**src/hw/flag_bank_pkg.sv**
```systemverilog
// Purpose: shared constants and carrier types for the bus transceiver status flag bank
// Assumes: 32-bit apb data, one aligned word per register, 40 MHz pclk
// Notes: latched flags clear on a read of the flag register once their cause is gone

package flag_bank_pkg;

   // register byte offsets
   localparam logic [7:0] CTRL_OFFSET = 8'h00;
   localparam logic [7:0] LIVE_OFFSET = 8'h04;
   localparam logic [7:0] FLAGS_OFFSET = 8'h08;
   localparam logic [7:0] PEEK_OFFSET = 8'h0C;
   localparam logic [7:0] CAUSE_OFFSET = 8'h10;
   localparam logic [7:0] IRQ_STATUS_OFFSET = 8'h14;
   localparam logic [7:0] IRQ_MASK_OFFSET = 8'h18;

   // serial status read command code of the original frame format
   localparam logic [15:0] STATUS_READ_CMD = 16'h2180;

   // control field positions and reset values
   localparam int CTRL_RX_ONLY_BIT = 0;
   localparam int CTRL_SLEEP_BIT = 1;
   localparam int CTRL_WAKE_RX_BIT = 2;
   localparam logic CTRL_RX_ONLY_RESET = 1'b0;
   localparam logic CTRL_SLEEP_RESET = 1'b0;
   localparam logic CTRL_WAKE_RX_RESET = 1'b1;

   // timing
   localparam int CLK_PERIOD_NS = 32'h0000_0019;
   localparam int DOMINANT_TIMEOUT_NS = 32'h000F_4240;
   localparam int DOMINANT_TIMEOUT_CYCLES = (DOMINANT_TIMEOUT_NS + CLK_PERIOD_NS - 1) / CLK_PERIOD_NS;

   localparam int FLAG_W = 10;

   typedef struct packed {
      logic rx_only;
      logic sleep;
      logic wake_rx_en;
   } ctrl_t;

   typedef struct packed {
      logic wake_rx;
      logic receiver;
      logic driver;
   } live_t;

   // bit 0 is wake, bit 9 is parity error
   typedef struct packed {
      logic parity_err;
      logic fault_confirmed;
      logic fault_suspected;
      logic overcurrent;
      logic dom_clamp;
      logic txd_dom;
      logic rxd_high;
      logic rxd_low;
      logic overtemp;
      logic wake;
   } flags_t;

endpackage

```
**src/hw/flag_latch.sv**
```systemverilog
// Purpose: latched fault flags with read-to-clear gated by the cause
// Assumes: set and hold are levels or pulses sampled on pclk
// Notes: a set in the clearing cycle wins over the clear

`timescale 1ns/10ps
`default_nettype none

module flag_latch #(
   parameter int WIDTH = 10
) (
   // clock and reset
   input wire logic pclk,
   input wire logic presetn,
   // flag control
   input wire logic [WIDTH-1:0] set,
   input wire logic [WIDTH-1:0] hold,
   input wire logic [WIDTH-1:0] clear,
   // flag state
   output logic [WIDTH-1:0] flags,
   output logic [WIDTH-1:0] rise
);

   typedef struct packed {
      logic [WIDTH-1:0] flags;
   } latch_state_t;

   latch_state_t state, next_state;

   generate
      if (WIDTH < 1) begin : g_bad_width
         $error("flag_latch needs at least one flag");
      end
   endgenerate

   always_comb begin
      next_state = state;
      // clear only where the cause has gone; set wins over clear
      next_state.flags = (state.flags & ~(clear & ~hold)) | set;
   end

   always_ff @(posedge pclk or negedge presetn) begin
      if (!presetn) begin
         state <= '0;
      end else begin
         state <= next_state;
      end
   end

   assign flags = state.flags;
   assign rise = set & ~state.flags;

endmodule

`default_nettype wire

```
**src/hw/dominant_timer.sv**
```systemverilog
// Purpose: detect a bus held dominant for longer than the dominant timeout
// Assumes: bus_dominant is a synchronous level
// Notes: timed_out stays high until the bus goes recessive

`timescale 1ns/10ps
`default_nettype none

module dominant_timer #(
   parameter int LIMIT = 40000
) (
   // clock and reset
   input wire logic pclk,
   input wire logic presetn,
   // bus level
   input wire logic bus_dominant,
   // result
   output logic timed_out
);

   localparam int CW = $clog2(LIMIT + 1);

   typedef struct packed {
      logic [CW-1:0] count;
      logic timed_out;
   } timer_state_t;

   timer_state_t state, next_state;

   generate
      if (LIMIT < 1) begin : g_bad_limit
         $error("dominant_timer limit must be at least one cycle");
      end
   endgenerate

   always_comb begin
      next_state = state;
      if (!bus_dominant) begin
         next_state.count = '0;
         next_state.timed_out = 1'b0;
      end else if (state.count >= CW'(LIMIT)) begin
         // saturate so a very long clamp never wraps back to clear
         next_state.timed_out = 1'b1;
      end else begin
         next_state.count = state.count + CW'(1);
      end
   end

   always_ff @(posedge pclk or negedge presetn) begin
      if (!presetn) begin
         state <= '0;
      end else begin
         state <= next_state;
      end
   end

   assign timed_out = state.timed_out;

endmodule

`default_nettype wire

```
**src/hw/can_status_flag_bank.sv**
```systemverilog
// Purpose: apb register bank holding live transceiver state and latched fault flags
// Assumes: fault sensor inputs are synchronous to pclk; pulses last one cycle
// Notes: one wait state on every apb access; flag register reads clear eligible flags

`timescale 1ns/10ps
`default_nettype none

module can_status_flag_bank
   import flag_bank_pkg::*;
#(
   parameter int DOM_TIMEOUT_CYCLES = DOMINANT_TIMEOUT_CYCLES
) (
   // clock and reset
   input wire logic pclk,
   input wire logic presetn,
   // apb slave
   input wire logic psel,
   input wire logic penable,
   input wire logic pwrite,
   input wire logic [7:0] paddr,
   input wire logic [31:0] pwdata,
   input wire logic [3:0] pstrb,
   output logic [31:0] prdata,
   output logic pready,
   output logic pslverr,
   // fault and event sources
   input wire logic bus_wake_detect,
   input wire logic thermal_over,
   input wire logic rxd_low_fault,
   input wire logic rxd_high_fault,
   input wire logic txd_dom_fault,
   input wire logic bus_dominant,
   input wire logic current_over,
   input wire logic fault_predetect,
   input wire logic fault_detected,
   input wire logic parity_error,
   // transceiver control
   output logic driver_enable,
   output logic receiver_enable,
   output logic bus_wake_receiver,
   // interrupt
   output logic irq
);

   typedef struct packed {
      ctrl_t ctrl;
      live_t live;
      flags_t irq_status;
      flags_t irq_mask;
      logic irq;
      logic pready;
      logic pslverr;
      logic [31:0] prdata;
   } bank_state_t;

   bank_state_t state, next_state;

   logic dom_timed_out;
   flags_t flag_set, flag_hold, flag_clear, flags, flag_rise;
   logic access_done;
   logic wr_done;
   logic rd_done;

   generate
      if (DOM_TIMEOUT_CYCLES < 1) begin : g_bad_timeout
         $error("dominant timeout must be at least one cycle");
      end
   endgenerate

   // true when the offset names a register of this bank
   function automatic logic is_mapped(input logic [7:0] addr);
      case (addr)
         CTRL_OFFSET, LIVE_OFFSET, FLAGS_OFFSET, PEEK_OFFSET,
         CAUSE_OFFSET, IRQ_STATUS_OFFSET, IRQ_MASK_OFFSET: is_mapped = 1'b1;
         default: is_mapped = 1'b0;
      endcase
   endfunction

   // merge write data into a register under the byte strobes
   function automatic logic [31:0] merge(input logic [31:0] old, input logic [31:0] wdata,
                                         input logic [3:0] strb);
      logic [31:0] res;
      res = old;
      for (int i = 0; i < 4; i++) begin
         if (strb[i]) begin
            res[8*i +: 8] = wdata[8*i +: 8];
         end
      end
      merge = res;
   endfunction

   dominant_timer #(
      .LIMIT(DOM_TIMEOUT_CYCLES)
   ) u_dom_timer (
      .pclk(pclk),
      .presetn(presetn),
      .bus_dominant(bus_dominant),
      .timed_out(dom_timed_out)
   );

   // level causes both set and hold their flag; pulse events only set
   always_comb begin
      flag_set = '0;
      flag_hold = '0;
      flag_set.wake = bus_wake_detect;
      flag_set.overtemp = thermal_over;
      flag_hold.overtemp = thermal_over;
      flag_set.rxd_low = rxd_low_fault;
      flag_hold.rxd_low = rxd_low_fault;
      flag_set.rxd_high = rxd_high_fault;
      flag_hold.rxd_high = rxd_high_fault;
      flag_set.txd_dom = txd_dom_fault;
      flag_hold.txd_dom = txd_dom_fault;
      flag_set.dom_clamp = dom_timed_out;
      flag_hold.dom_clamp = dom_timed_out;
      flag_set.overcurrent = current_over;
      flag_hold.overcurrent = current_over;
      flag_set.fault_suspected = fault_predetect;
      flag_hold.fault_suspected = fault_predetect | fault_detected;
      flag_set.fault_confirmed = fault_detected;
      flag_hold.fault_confirmed = fault_predetect | fault_detected;
      flag_set.parity_err = parity_error;
   end

   assign access_done = psel & penable & state.pready;
   assign wr_done = access_done & pwrite;
   assign rd_done = access_done & ~pwrite;

   // only the bits the finishing read returned are offered for clearing
   always_comb begin
      flag_clear = '0;
      if (rd_done && paddr == FLAGS_OFFSET) begin
         flag_clear = flags_t'(state.prdata[FLAG_W-1:0]);
      end
   end

   flag_latch #(
      .WIDTH(FLAG_W)
   ) u_flags (
      .pclk(pclk),
      .presetn(presetn),
      .set(flag_set),
      .hold(flag_hold),
      .clear(flag_clear),
      .flags(flags),
      .rise(flag_rise)
   );

   always_comb begin
      logic [31:0] wword;
      flags_t cause;
      wword = '0;
      cause = flag_set | flag_hold;
      next_state = state;

      // apb: one wait state, then the access completes
      next_state.pready = 1'b0;
      next_state.pslverr = 1'b0;
      if (psel && penable && !state.pready) begin
         next_state.pready = 1'b1;
         next_state.pslverr = ~is_mapped(paddr);
         next_state.prdata = '0;
         if (!pwrite) begin
            case (paddr)
               CTRL_OFFSET: begin
                  next_state.prdata[CTRL_RX_ONLY_BIT] = state.ctrl.rx_only;
                  next_state.prdata[CTRL_SLEEP_BIT] = state.ctrl.sleep;
                  next_state.prdata[CTRL_WAKE_RX_BIT] = state.ctrl.wake_rx_en;
               end
               LIVE_OFFSET: next_state.prdata[2:0] = state.live;
               FLAGS_OFFSET: next_state.prdata[FLAG_W-1:0] = flags;
               PEEK_OFFSET: next_state.prdata[FLAG_W-1:0] = flags;
               CAUSE_OFFSET: next_state.prdata[FLAG_W-1:0] = cause;
               IRQ_STATUS_OFFSET: next_state.prdata[FLAG_W-1:0] = state.irq_status;
               IRQ_MASK_OFFSET: next_state.prdata[FLAG_W-1:0] = state.irq_mask;
               default: next_state.prdata = '0;
            endcase
         end
      end

      // writes take effect at the completing edge only
      if (wr_done) begin
         case (paddr)
            CTRL_OFFSET: begin
               wword = merge({29'h0000_0000, state.ctrl.wake_rx_en, state.ctrl.sleep,
                              state.ctrl.rx_only}, pwdata, pstrb);
               next_state.ctrl.rx_only = wword[CTRL_RX_ONLY_BIT];
               next_state.ctrl.sleep = wword[CTRL_SLEEP_BIT];
               next_state.ctrl.wake_rx_en = wword[CTRL_WAKE_RX_BIT];
            end
            IRQ_STATUS_OFFSET: begin
               wword = merge(32'h0000_0000, pwdata, pstrb);
               next_state.irq_status = state.irq_status & ~flags_t'(wword[FLAG_W-1:0]);
            end
            IRQ_MASK_OFFSET: begin
               wword = merge({22'h00_0000, state.irq_mask}, pwdata, pstrb);
               next_state.irq_mask = flags_t'(wword[FLAG_W-1:0]);
            end
            default: wword = '0;
         endcase
      end

      // a new flag rising in the clearing cycle still sets its status bit
      next_state.irq_status = next_state.irq_status | flag_rise;
      next_state.irq = |(next_state.irq_status & next_state.irq_mask);

      // live state follows control and faults, never reads
      next_state.live.driver = ~state.ctrl.sleep & ~state.ctrl.rx_only
                               & ~txd_dom_fault & ~dom_timed_out;
      next_state.live.receiver = ~state.ctrl.sleep;
      next_state.live.wake_rx = state.ctrl.wake_rx_en;
   end

   always_ff @(posedge pclk or negedge presetn) begin
      if (!presetn) begin
         state <= '0;
         state.ctrl.rx_only <= CTRL_RX_ONLY_RESET;
         state.ctrl.sleep <= CTRL_SLEEP_RESET;
         state.ctrl.wake_rx_en <= CTRL_WAKE_RX_RESET;
         state.live.wake_rx <= CTRL_WAKE_RX_RESET;
      end else begin
         state <= next_state;
      end
   end

   assign prdata = state.prdata;
   assign pready = state.pready;
   assign pslverr = state.pslverr;
   assign driver_enable = state.live.driver;
   assign receiver_enable = state.live.receiver;
   assign bus_wake_receiver = state.live.wake_rx;
   assign irq = state.irq;

endmodule

`default_nettype wire

```
**config.mk**
```make
export PLATFORM = sky130hd
export DESIGN_NAME = can_status_flag_bank
export DESIGN_NICKNAME = d
export VERILOG_FILES = /design/src/hw/flag_bank_pkg.sv /design/src/hw/flag_latch.sv /design/src/hw/dominant_timer.sv /design/src/hw/can_status_flag_bank.sv
export SDC_FILE = /design/constraint.sdc
export NUM_CORES = 1
export LEC_CHECK = 0
export BUFFER_PORTS_ARGS = -buffer_cell sky130_fd_sc_hd__buf_2
export CAP_MARGIN = 15
export CORE_MARGIN = 2
export CORE_UTILIZATION = 53
export DETAILED_ROUTE_END_ITERATION = 12
export PLACE_DENSITY = 0.84
export SYNTH_ARGS = -nofsm -noshare
export SYNTH_HDL_FRONTEND = slang
export SYNTH_SLANG_ARGS = --single-unit
```
**constraint.sdc**
```tcl
create_clock -name pclk -period 5.8 [get_ports pclk]
set_input_delay 1.16 -clock pclk [delete_from_list [all_inputs] [get_ports pclk]]
set_output_delay 1.16 -clock pclk [all_outputs]
set_load 0.05 [all_outputs]
```
==> metrics.md <==
| Metric | Value |
|---|---|
| Outcome | `finished, final reports clean` |
| Number of buffers inserted during clock tree synthesis | `9` |
| Total leakage power | `1.900 nW` |
| Layout net count | `440` |
| RSZ-0062 raised after global routing | `false` |
| Initial core utilization | `54.80%` |
| Synth async-reset ratio | `100.0%` |
| Die outline height | `85.03 um` |
| Routed length per instance | `16.31 um` |
| Standard-cell row count | `29` |
| Horizontal die dimension | `85.03 um` |
| Final clock period utilization by the worst path | `63.34%` |
| Maximum number of pins on one net before global-route repair | `67` |
| Clk_lat worst skew | `340 ps` |
| Clock Skews | `10.96 ps` |
| Critical Path, Cell by Cell | `buf_2, or4_4, nor4_4, nand4_1, a22o_1, a221o_1, or4_1` |
| Total of warnings raised by yosys | `0` |
| Worst setup slack after layout | `2126 ps` |
| Fraction of synthesized area in multiplexers | `4.711%` |
| GRT overflow | `0` |
| Fraction of synthesized cell area in xor and xnor cells | `2.769%` |
| Dominant combinational cell family by area after synthesis | `simple AND/OR/NAND/NOR gates` |
| Finished Layout Cells | `462` |
| Cell Count Post-Placement | `444` |
| Number of H-tree levels | `3` |
| Maximum vdd ir drop | `189.9 uV` |
| Cell internal power dissipation | `0.7491 mW` |
| Final setup violation count | `0` |
| Buffers from clock root to sink, at most | `2` |
| Most frequently used cell type in the post-synthesis netlist | `dfrtp_1` |
| Max transition margin | `40.83%` |
| Yosys reg bits | `66` |
| Critical Path RT | `6020 ps` |
| Most used flip-flop cell after synthesis | `dfrtp_1` |
| Fraction of power consumed by the clock network | `43.1%` |
| Via-per-instance ratio | `5.647` |
| GRT Util Overall | `22.02%` |
| Floorplan core area | `6350 um2` |
| Post-cts hold buffer count | `0` |
| Post-synth top cells | `64 x dfrtp_1, 36 x nand2_1, 32 x buf_4, 22 x inv_1` |
| Crit Path Max Fanout | `15` |
| Length of the first detailed-routing pass in iterations | `5` |
| Power, Total | `1.007 mW` |
| Fraction of power spent switching nets | `25.64%` |
| Number of remaining DRC errors | `0` |
| Clock-pin slew of the registers on the worst-case setup and hold paths | `80 ps` |
| Switching power | `0.2583 mW` |
| Crit path capture type | `register` |
| Synth-to-Final Area Change | `10.93%` |
| Routed WL | `7537 um` |
| Port Buffer Count | `50` |
| Highest clock frequency the design can meet | `272.2 MHz` |
| Clock tree sinks | `66` |
| Share of the yosys chip area belonging to registers | `47.54%` |
| Tightest Hold Check Type | `register to register` |
| Top cells by area in the synthesized netlist | `dfrtp_1 46%, buf_4 6.9%, nand2_1 3.9%` |
| Dpl hpwl | `5090 um` |
| Area share of and/or/nand/nor cells after synthesis | `17.44%` |
| Final sum of negative setup slack | `0 ps` |
| Count of filler cells inserted in the layout | `505` |
| Post-placement worst setup slack | `1788 ps` |
| Vias post-DR | `2609` |
| Arr. time, crit path | `3890 ps` |
| Number of antenna violations at the first check in global routing | `1` |
| Top cell type's share of synthesized area | `46.03%` |
| Crit path buf inv count | `1` |
| First-pass GRT wire length | `12410 um` |
| Critical setup path kind | `input port to register` |
| Longest individual stage delay on the worst path | `760 ps` |
| Avg Synthesized Cell Area | `10.36 um2` |
| Count of flip-flops with a built-in enable after synthesis | `0` |
| Critical path launch point type | `input port` |
| Routability congestion estimate from global placement | `0.7890` |
| Adder-Cell Fraction of Synth Area | `0.7192%` |
| Synthesized netlist cell count | `336` |
| Final critical delay including setup and external delays | `3674 ps` |
| Total standard cell area after synthesis | `3480 um2` |
| Proportion of power drawn by flip-flops and latches | `47.3%` |
| Setup Buffers After CTS | `0` |
| Hold violation count in the final report | `0` |
| Clock root buffer | `clkbuf_8` |
| TritonCTS clock tree | `yes` |
| Fraction of final layout cells with drive strength greater than 1 | `25.52%` |
| Compound-gate portion of the synthesized area | `15.68%` |
| Combinational Power Share | `9.6%` |
| Max-Cap Viols | `0` |
| Worst-margin pin slew | `880.9 ps` |
| Number of distinct library cell variants in the gate-level netlist after synthesis | `58` |
| Antenna viol nets, final | `0` |
| Die Outline Area | `7229 um2` |
| # IOs | `97` |
| Post-synthesis cell type with the largest combined area | `dfrtp_1` |
| Slew Viols, Final | `0` |
| Largest delay share family, worst path | `simple AND/OR/NAND/NOR gates` |
| Count of cells resized by post-cts repair | `0` |
| Pwr dens | `261.0 nW/um2` |
| Via count of the first global-routing pass | `2618` |
| Slowest cell on the critical path | `nor4_4` |
| Number of DRC markers in iteration 0 | `230` |
-- cells in the final DEF (no fill, tap or decap), drive strengths merged, types with 7 or more instances in the layout --
| cell type | netlist | routed |
|---|---|---|
| a221oi | 7 | 7 |
| dfrtp | 64 | 64 |
| conb | 1 | 22 |
| a21o | 11 | 11 |
| clkbuf | 6 | 10 |
| nand3 | 13 | 13 |
| mux2 | 11 | 11 |
| a22o | 10 | 10 |
| nand4 | 7 | 7 |
| and2 | 13 | 13 |
| o21ai | 13 | 13 |
| xnor2 | 7 | 7 |
| nand2 | 36 | 36 |
| buf | 36 | 53 |
| inv | 22 | 24 |
-- metrics by stage --
stage / area [um2] / util [%] / hold slack, ps
floorplan: 3558 / - / 359.1
global placement: 3625 / 57.08 / 364.6
detailed placement: 3625 / 57.08 / 370.4
CTS: 3850 / 60.63 / 380.8
global route: 3857 / 60.75 / 386.9
finish: 3860 / 60.79 / 377.8
-- registers in the layout, summed over array words and instances, names as in the netlist, 10 cells and up --
name	cells
u_flags.flags	10
state	22
u_dom_timer.state	16
prdata	10
-- area by class of cell --
cell class	instances	area (um2)	area share (%)
Antenna cell	1	2.502	0.06483
Clock buffer	10	137.6	3.566
Clock inverter	6	87.58	2.269
Sequential cell	66	1654	42.85
Timing Repair Buffer	53	272.8	7.066
Multi-Input combinational cell	227	1526	39.55
Inverter	22	82.58	2.139
Tap cell	77	96.34	2.496
-- final timing paths --
path                       cells past startpoint           endpoint  slack (ps)           start
hold reg to reg                                0  bus_wake_receiver         380  next_state[57]
hold / removal                                 0  bus_wake_receiver         380  next_state[57]
max in group asynchronous                      2   u_flags.flags[4]        4250         presetn
setup / recovery                               7                irq        2130        paddr[1]
min in group asynchronous                      2   u_flags.flags[1]         990         presetn
setup reg to reg                               6                irq        3130          pready
-- power by group through the flow --
stage | Combinational [mW] | Clock [mW] | Sequential (mW)
2_1_floorplan | 0.0714 | 0 | 0.486
5_1_grt | 0.105 | 0.465 | 0.477
3_3_place_gp | 0.0944 | 0 | 0.484
4_1_cts | 0.0970 | 0.443 | 0.476
6_report | 0.0972 | 0.434 | 0.476
3_5_place_dp | 0.0963 | 0 | 0.484
-- cells by family after synthesis --
logic type                 Yosys count
and+or+nand+nor                    104
AOI/OAI and AO/OA                   73
DFF                                 66
buffers and inverters               64
muxes                               15
xor gates and xnor gates            11
adders and majority gates            2
other                                1
-- per-layer routing --
metal,track usage (%),wire length (um),vias up
met3,6.323,562,6
met5,0,0,-
met2,37.64,3739,111
li1,-,-,1228
met1,26.71,3194,1264
met4,7.504,41,0
Power figures use the tool's default switching activity.
